[src/core/nve_pkg.sv]
// nve_pkg: constants, register map and state types of the data array access block
// assumes a single core clock at NVE_CLK_HZ and byte-wide register access
package nve_pkg;

  // clock rate of the core
  localparam int NVE_CLK_HZ = 25_000_000;

  // register indices on the plain register port
  localparam logic [2:0] NVE_OFF_DATA = 3'h0;
  localparam logic [2:0] NVE_OFF_ADDR = 3'h1;
  localparam logic [2:0] NVE_OFF_CTRL = 3'h2;
  localparam logic [2:0] NVE_OFF_UNLOCK = 3'h3;
  localparam logic [2:0] NVE_OFF_FLAG = 3'h4;

  // control register field positions
  localparam int NVE_CTRL_RD = 0;
  localparam int NVE_CTRL_WR = 1;
  localparam int NVE_CTRL_WRITE_ENABLE_BIT = 2;
  localparam int NVE_CTRL_WERR = 3;
  // flag register: write complete bit
  localparam int NVE_FLAG_DONE = 7;

  // reset and erase values
  localparam logic [7:0] NVE_RST_BYTE = 8'h00;
  localparam logic [7:0] NVE_ERASED = 8'hFF;

  // unlock keys and exact cycle spacing between the sequence steps
  localparam logic [7:0] NVE_KEY1 = 8'h55;
  localparam logic [7:0] NVE_KEY2 = 8'hAA;
  localparam logic [2:0] NVE_UNLOCK_GAP = 3'h2;

  // power-up write lockout
  localparam int NVE_PWRT_MS = 64;
  localparam int NVE_PWRT_CYCLES = (NVE_CLK_HZ / 1000) * NVE_PWRT_MS;
  // nominal erase plus program time, real parts vary
  localparam int NVE_WRITE_TIME_US = 5000;
  localparam int NVE_WRITE_CYCLES = (NVE_CLK_HZ / 1_000_000) * NVE_WRITE_TIME_US;

  // write engine states, gray along idle, erase, program
  typedef enum logic [1:0] {
    NVE_IDLE = 2'h0,
    NVE_ERASE = 2'h1,
    NVE_PROG = 2'h3
  } nve_state_t;

  // unlock tracker stages
  typedef enum logic [1:0] {
    NVE_LK_NONE = 2'h0,
    NVE_LK_KEY1 = 2'h1,
    NVE_LK_KEY2 = 2'h3
  } nve_lock_t;

endpackage

[src/core/nve_data_eeprom.sv]
// nve_data_eeprom: byte-wide non-volatile data array with register access and write engine
// assumes a processor on the same clock driving one-cycle strobes, reset causes from pins
//
// Added by the designer: the placing of the registers and strobed register access.
`timescale 1ns/1ns

// three-flop input synchroniser with agreement filter
module nve_sync3 #(
  parameter int WIDTH = 1
) (
  // clock and reset
  input wire logic i_clock,
  input wire logic i_resetn,
  // raw and filtered levels
  input wire logic [WIDTH-1:0] i_async,
  output logic [WIDTH-1:0] o_level
);
  logic [WIDTH-1:0] s1_q; // first stage, read only by s2_q
  logic [WIDTH-1:0] s2_q;
  logic [WIDTH-1:0] s3_q;

  // shift chain; level follows once stages two and three agree
  always_ff @(posedge i_clock or negedge i_resetn) begin
    if (!i_resetn) begin
      s1_q <= '0;
      s2_q <= '0;
      s3_q <= '0;
      o_level <= '0;
    end else begin
      s1_q <= i_async;
      s2_q <= s1_q;
      s3_q <= s2_q;
      for (int i = 0; i < WIDTH; i++) begin
        if (s2_q[i] == s3_q[i]) begin
          o_level[i] <= s3_q[i];
        end
      end
    end
  end
endmodule

module nve_data_eeprom import nve_pkg::*; #(
  parameter int P_DEPTH = 256,
  parameter int P_PWRT_CYCLES = NVE_PWRT_CYCLES,
  parameter int P_WRITE_CYCLES = NVE_WRITE_CYCLES
) (
  // clock and power-on reset
  input wire logic i_clock,
  input wire logic i_resetn,
  // register port
  input wire logic [2:0] i_reg_addr,
  input wire logic [7:0] i_reg_wdata,
  input wire logic i_reg_wr,
  input wire logic i_reg_rd,
  output logic [7:0] o_reg_rdata,
  // warm reset causes, active high levels
  input wire logic i_pin_reset,
  input wire logic i_wdt_reset,
  input wire logic i_bor_reset,
  // protection and external programmer read
  input wire logic i_data_protect,
  input wire logic i_prog_rd,
  input wire logic [7:0] i_prog_addr,
  output logic [7:0] o_prog_rdata,
  // status
  output logic o_write_busy,
  output logic o_write_done_flag
);
  localparam int ERASE_CYC = P_WRITE_CYCLES / 2;
  localparam int PROG_CYC = P_WRITE_CYCLES - ERASE_CYC;
  localparam int TW = $clog2(P_WRITE_CYCLES + 1);
  localparam int PW = $clog2(P_PWRT_CYCLES + 1);

  logic [7:0] mem [P_DEPTH]; // the array itself, never reset
  logic [3:0] ext_lvl; // filtered reset causes and protect strap
  logic warm; // any warm reset cause held
  logic prot; // data protection active
  logic [7:0] data_q; // data register
  logic [7:0] addr_q; // address register
  logic write_enable_bit_q; // write enable
  logic werr_q; // write error
  logic rd_q; // read start, one-cycle pulse
  logic done_q; // write complete flag
  nve_state_t st_q; // write engine state
  logic [TW-1:0] tmr_q; // write phase timer
  logic [7:0] wad_q; // latched write address
  logic [7:0] wdat_q; // latched write data
  logic [PW-1:0] pwrt_q; // power-up timer
  logic pwrt_done_q; // power-up lockout over
  nve_lock_t lk_q; // unlock sequence stage
  logic [2:0] lk_cnt_q; // cycles since last sequence step
  logic [7:0] rd_byte; // array byte at address register
  logic wr_ctrl; // software write to control
  logic rd_fire; // read start accepted
  logic wr_go; // write start accepted
  logic erase_end; // last erase cycle
  logic prog_end; // last program cycle

  // reset causes and strap come from outside the clock domain
  nve_sync3 #(
    .WIDTH(4)
  ) u_sync (
    .i_clock(i_clock),
    .i_resetn(i_resetn),
    .i_async({i_data_protect, i_bor_reset, i_wdt_reset, i_pin_reset}),
    .o_level(ext_lvl)
  );

  assign warm = |ext_lvl[2:0];
  assign prot = ext_lvl[3];
  assign rd_byte = mem[addr_q];
  assign wr_ctrl = i_reg_wr && (i_reg_addr == NVE_OFF_CTRL) && !warm;
  // a read is refused while the array is being written
  assign rd_fire = wr_ctrl && i_reg_wdata[NVE_CTRL_RD] && (st_q == NVE_IDLE);
  // start needs enable already set, full unlock, lockout over, engine idle
  assign wr_go = wr_ctrl && i_reg_wdata[NVE_CTRL_WR] && write_enable_bit_q
    && (lk_q == NVE_LK_KEY2) && (lk_cnt_q == NVE_UNLOCK_GAP)
    && pwrt_done_q && (st_q == NVE_IDLE);
  assign erase_end = (st_q == NVE_ERASE) && (tmr_q == TW'(ERASE_CYC - 1));
  assign prog_end = (st_q == NVE_PROG) && (tmr_q == TW'(PROG_CYC - 1));
  assign o_write_busy = (st_q != NVE_IDLE);
  assign o_write_done_flag = done_q;

  // power-up timer, runs once after power-on reset only
  always_ff @(posedge i_clock or negedge i_resetn) begin
    if (!i_resetn) begin
      pwrt_q <= '0;
      pwrt_done_q <= 1'b0;
    end else if (!pwrt_done_q) begin
      if (pwrt_q == PW'(P_PWRT_CYCLES - 1)) begin
        pwrt_done_q <= 1'b1;
      end else begin
        pwrt_q <= pwrt_q + PW'(1);
      end
    end
  end

  // unlock tracker; any other write or a wrong spacing drops the sequence
  always_ff @(posedge i_clock or negedge i_resetn) begin
    if (!i_resetn) begin
      lk_q <= NVE_LK_NONE;
      lk_cnt_q <= 3'h0;
    end else if (warm) begin
      lk_q <= NVE_LK_NONE;
      lk_cnt_q <= 3'h0;
    end else if (i_reg_wr) begin
      lk_cnt_q <= 3'h1;
      if (i_reg_addr == NVE_OFF_UNLOCK && i_reg_wdata == NVE_KEY1) begin
        lk_q <= NVE_LK_KEY1;
      end else if (i_reg_addr == NVE_OFF_UNLOCK && i_reg_wdata == NVE_KEY2
          && lk_q == NVE_LK_KEY1 && lk_cnt_q == NVE_UNLOCK_GAP) begin
        lk_q <= NVE_LK_KEY2;
      end else begin
        lk_q <= NVE_LK_NONE; // start write consumes it too
      end
    end else if (lk_q != NVE_LK_NONE) begin
      // late step counts as a deviation
      if (lk_cnt_q == NVE_UNLOCK_GAP) begin
        lk_q <= NVE_LK_NONE;
      end else begin
        lk_cnt_q <= lk_cnt_q + 3'h1;
      end
    end
  end

  // data register: warm clear, read load, software write
  always_ff @(posedge i_clock or negedge i_resetn) begin
    if (!i_resetn) begin
      data_q <= NVE_RST_BYTE;
    end else if (warm) begin
      data_q <= NVE_RST_BYTE;
    end else if (rd_fire) begin
      data_q <= rd_byte;
    end else if (i_reg_wr && i_reg_addr == NVE_OFF_DATA) begin
      data_q <= i_reg_wdata;
    end
  end

  // address register
  always_ff @(posedge i_clock or negedge i_resetn) begin
    if (!i_resetn) begin
      addr_q <= NVE_RST_BYTE;
    end else if (warm) begin
      addr_q <= NVE_RST_BYTE;
    end else if (i_reg_wr && i_reg_addr == NVE_OFF_ADDR) begin
      addr_q <= i_reg_wdata;
    end
  end

  // control bits: enable, error, read pulse
  always_ff @(posedge i_clock or negedge i_resetn) begin
    if (!i_resetn) begin
      write_enable_bit_q <= 1'b0;
      werr_q <= 1'b0;
      rd_q <= 1'b0;
    end else if (warm) begin
      write_enable_bit_q <= 1'b0;
      rd_q <= 1'b0;
      // a write cut short leaves its mark
      if (st_q != NVE_IDLE) begin
        werr_q <= 1'b1;
      end
    end else begin
      rd_q <= rd_fire;
      if (wr_ctrl) begin
        // clearing enable here leaves a running write untouched
        write_enable_bit_q <= i_reg_wdata[NVE_CTRL_WRITE_ENABLE_BIT];
        werr_q <= i_reg_wdata[NVE_CTRL_WERR];
      end
    end
  end

  // write engine: erase phase then program phase, timed internally
  always_ff @(posedge i_clock or negedge i_resetn) begin
    if (!i_resetn) begin
      st_q <= NVE_IDLE;
      tmr_q <= '0;
      wad_q <= NVE_RST_BYTE;
      wdat_q <= NVE_RST_BYTE;
    end else if (warm) begin
      st_q <= NVE_IDLE; // abort, the byte may stay erased
      tmr_q <= '0;
    end else begin
      case (st_q)
        NVE_IDLE: begin
          tmr_q <= '0;
          if (wr_go) begin
            // latch operands so later register edits cannot corrupt them
            wad_q <= addr_q;
            wdat_q <= data_q;
            st_q <= NVE_ERASE;
          end
        end
        NVE_ERASE: begin
          if (erase_end) begin
            tmr_q <= '0;
            st_q <= NVE_PROG;
          end else begin
            tmr_q <= tmr_q + TW'(1);
          end
        end
        NVE_PROG: begin
          if (prog_end) begin
            tmr_q <= '0;
            st_q <= NVE_IDLE;
          end else begin
            tmr_q <= tmr_q + TW'(1);
          end
        end
        default: begin
          st_q <= NVE_IDLE;
          tmr_q <= '0;
        end
      endcase
    end
  end

  // array update, no reset since contents are non-volatile
  always_ff @(posedge i_clock) begin
    if (!warm && erase_end) begin
      mem[wad_q] <= NVE_ERASED;
    end else if (!warm && prog_end) begin
      mem[wad_q] <= wdat_q;
    end
  end

  // completion flag; hardware set wins over a software clear
  always_ff @(posedge i_clock or negedge i_resetn) begin
    if (!i_resetn) begin
      done_q <= 1'b0;
    end else if (!warm && prog_end) begin
      done_q <= 1'b1;
    end else if (i_reg_wr && i_reg_addr == NVE_OFF_FLAG) begin
      done_q <= i_reg_wdata[NVE_FLAG_DONE];
    end
  end

  // register read data, valid only in the cycle after the strobe
  always_ff @(posedge i_clock or negedge i_resetn) begin
    if (!i_resetn) begin
      o_reg_rdata <= 8'h00;
    end else if (i_reg_rd) begin
      case (i_reg_addr)
        NVE_OFF_DATA: o_reg_rdata <= data_q;
        NVE_OFF_ADDR: o_reg_rdata <= addr_q;
        NVE_OFF_CTRL: o_reg_rdata <= {4'h0, werr_q, write_enable_bit_q, o_write_busy, rd_q};
        NVE_OFF_UNLOCK: o_reg_rdata <= 8'h00;
        NVE_OFF_FLAG: o_reg_rdata <= {done_q, 7'h00};
        default: o_reg_rdata <= 8'h00;
      endcase
    end else begin
      o_reg_rdata <= 8'h00;
    end
  end

  // programmer port sees zeros while protection is on
  always_ff @(posedge i_clock or negedge i_resetn) begin
    if (!i_resetn) begin
      o_prog_rdata <= 8'h00;
    end else if (i_prog_rd && !prot) begin
      o_prog_rdata <= mem[i_prog_addr];
    end else begin
      o_prog_rdata <= 8'h00;
    end
  end
endmodule

[config.mk]
export PLATFORM = sky130hd
export DESIGN_NAME = nve_data_eeprom
export DESIGN_NICKNAME = d
export VERILOG_FILES = /design/src/core/nve_pkg.sv /design/src/core/nve_data_eeprom.sv
export SDC_FILE = /design/constraint.sdc
export NUM_CORES = 2
export LEC_CHECK = 0
export BUFFER_PORTS_ARGS = -buffer_cell sky130_fd_sc_hd__buf_2
export CORE_MARGIN = 2
export CORE_UTILIZATION = 25
export DETAILED_ROUTE_END_ITERATION = 7
export HOLD_SLACK_MARGIN = 0.06
export PLACE_DENSITY = 0.46
export SYNTH_ARGS = -nofsm -noshare
export SYNTH_HDL_FRONTEND = slang
export SYNTH_HIERARCHICAL = 1
export SYNTH_SLANG_ARGS = --single-unit
[constraint.sdc]
create_clock -name i_clock -period 4.9 [get_ports i_clock]
set_input_delay 0.98 -clock i_clock [delete_from_list [all_inputs] [get_ports i_clock]]
set_output_delay 0.98 -clock i_clock [all_outputs]
set_load 0.05 [all_outputs]
==> run metrics <==
layout cell share with drive strength beyond 1 0.3720; area post-placement roughly 110,000 µm²; final non-filler cell total 10.95k; crit-path max FO 26; Finish-stage setup viols 0; peak supply drop between 0.0002 and 0.0003 V; Period minus WS final 4179 ps; # clock sinks approximately 2.2k; initial antenna violation count 36; static leakage about 43 nW; Mapped Avg Cell Area 20.34 µm²; CP required 5670 ps; clock skew 40.72 ps; Post-synth top cells edfxtp_1 (2,048), mux4_2 (1,070), nor2_1 (335); Max-Cap Viols 0; post-synth top area cell edfxtp_1; Chip Width approximately 640 µm; Rel. slew slack 0.1377; flop2flop setup slack ~700 ps; Clock Tree Buf Depth 4; buffers added on ports 45; clk slew on worst S/H paths 60 ps; Cells after Synth 4,952; routed wire length per instance 33.24 µm; HP Start i_data_protect; post-synthesis cell area 100,700 µm²; total CTS buffers approximately 260; Worst path top cell family by delay compound AO/OA/AOI/OAI gates; post-route cell area 118,700 µm²; Avg Vias per Cell 5.214; HPWL after detailed placement ~250,000 µm; status completed; die footprint 408,000 µm²; setup TNS 0 ps; placed insts 10.45k; r2r startpoint addr_q[0]; IO Pins 46; R2R cell count 11; crit-path cells buf_12 -> buf_12 -> buf_12 -> nor2b_1 -> a221oi_1 -> o21ai_0 -> nand4_1 -> a211oi_1 -> buf_4 -> o31ai_1 -> o311a_1; top cells by area, synth edfxtp_1 (61%), mux4_2 (24%), dfrtp_1 (2.8%), mux4_1 (2.3%), nor2_1 (1.2%); Setup crit end kind register; part of the cycle the worst path needs 0.8528; Total GRT Usage 0.1747; Critical path buffers and inverters 4; CP most frequent cell buf_12; RSZ-0062 raised after global routing false; largest net degree at the start of global routing 146; Fin Hold WS 216.3 ps; Setup CP Type register to register; number of global-route vias before repair between 50k and 60k; footprint of the multi-input gates roughly 34,000 µm²; Crit-path slowest cell dfrtp_4; most common cell in the netlist edfxtp_1; FF-to-FF End data_q[1]; ys flop type edfxtp_1; Yosys warnings 6; fin. max-slew vios 0; Skew-Pair Late Insertion Delay 910 ps; slowest stage delay, CP 990 ps; power per cell area 339.5 nW/µm²; Cell variety after synth 74; hold path cells 1; Seq/Total Area, Yosys 0.6389; FF+latch count, synth 2,162; first-pass detailed-route iteration total 8; Tightest Pin Transition ~1300 ps; share of the synthesized area in the top cell type 0.6105; Post-synth ARST share 0.05273; routed via count 57.07k; fin nets 5,459; Synthesized Nets about 5k; Startpoint Class register; sequential cell area about 64,000 µm²; GRT overflow 0; GPL Wtd Cong 0.8680; Fillers 39.08k; H-tree Lvls 5; Syn-to-layout area delta 17.82%; Finished Core Util 0.2952; chip height 638.8 µm; Hold WC Path Type input port to register; # rows 233; WHS Endpoint u_sync/s1_q[3]; DRT antenna net count 0; Clock Tree Root clkbuf_16; Hold Fails Final Rpt 0; Starting Density 0.2506; CTS tree yes; initial DRC count about 6.5k; drt total wl ~360,000 µm; Max Freq 0.2393 GHz; CP arrival slightly below 5000 ps; first-pass GRT wire length 499,200 µm; DRC viols 0; core area ~400,000 µm²; Post-synth EDFFs 2,048
-- registers in the layout, indices dropped and copies added, names as in the netlist --
name	flops
tmr_q	17
lk_cnt_q	3
u_sync/s2_q	4
pwrt_q	21
u_sync/s3_q	4
o_write_done_flag	1
addr_q	8
wdat_q	8
o_prog_rdata	8
data_q	8
u_sync/o_level	4
u_sync/s1_q	4
o_reg_rdata	8
lk_q	2
mem	2048
pwrt_done_q	1
write_enable_bit_q	1
st_q	2
wad_q	8
werr_q	1
rd_q	1
-- cell usage in the layout (no fill, tap or decap), types with 19 or more instances in the layout --
cell and n:
edfxtp_1 2048, mux4_2 1070, buf_4 473, nor2_1 334, clkbuf_16 269, nand2_1 123
mux2i_1 117, dfrtp_1 107, mux4_1 89, o22ai_1 73, a22oi_1 64, buf_12 63
clkbuf_1 61, a21oi_1 60, nand3_1 58, clkinv_1 46, clkinv_2 40, buf_2 40
nor3_1 33, o21ai_0 28, diode_2 26, a211oi_1 23, nor2b_1 21, bufinv_16 20
xor2_1 19
-- area by class of cell --
class                           instances  area share
Timing Repair Buffer                  582     0.04291
Clock buffer                          334     0.05911
Antenna cell                           26   0.0005482
Tap cell                             5287     0.05574
Multi-Input combinational cell       2407      0.2875
Sequential cell                      2162      0.5424
Clock inverter                        136     0.01146
Inverter                               11   0.0003690
-- layer usage --
metal,share of wire,vias to the layer above,wire (µm),GRT usage
met1,0.41,31530,148500,0.2324
met2,0.48,2551,176000,0.2873
li1,-,22470,-,-
met3,0.070,516,25340,0.02776
met5,0.00011,-,41,0
met4,0.038,6,13940,0.06504
-- power breakdown --
group	internal [W]	leakage, nW	switching (W)
sequential	0.0199	25.8	0.0000379
combinational	0.000355	12.7	0.000629
clock	0.0113	4.08	0.00808
-- metrics by stage --
| stage | setup WS, ps | power [W] |
|---|---|---|
| floorplan | 1394 | 0.02092 |
| global placement | 83.95 | 0.02136 |
| detailed placement | 7.021 | 0.02135 |
| CTS | 677.9 | 0.04066 |
| global route | 566.5 | 0.04136 |
| finish | 721.2 | 0.04030 |
-- worst register-to-register path, cell delays in order (launching register included) --
cell      delay, ps
dfrtp_4         990
buf_12          360
buf_12          290
buf_12          260
nor2b_1         600
a221oi_1        190
o21ai_0         240
nand4_1         210
a211oi_1        450
buf_4           250
o31ai_1          90
o311a_1         130
-- how the worst max path moves through the flow --
stage / startpoint / end / slack, ps / depth (start not counted)
after floorplan: tmr_q[0] / mem[0][0] / 1390 / 6
after global placement: i_prog_addr[0] / o_prog_rdata[2] / 80 / 9
after detailed placement: i_prog_addr[0] / o_prog_rdata[2] / 7 / 9
after CTS: addr_q[0] / data_q[1] / 680 / 11
after global routing: tmr_q[0] / mem[59][1] / 570 / 8
final: addr_q[0] / data_q[1] / 720 / 11
-- repair_timing --
item / 4_1_cts / 5_1_grt
endpoints found under the hold margin: 37 / 0
buffers inserted: 0 / 0
resized for setup: 0 / 0
hold buffers: 1 / 0
-- cell families after synthesis --
group | count (synthesis) | synth area share
flip-flops | 2162 | 0.6389
multiplexers | 1299 | 0.2776
AND/OR/NAND/NOR | 718 | 0.03263
buffers and inverters | 383 | 0.02331
AO/OA/AOI/OAI | 346 | 0.02353
XOR/XNOR | 36 | 0.003130
adder cells (fa/ha/maj) | 8 | 0.0009440
Power figures use the tool's default switching activity.
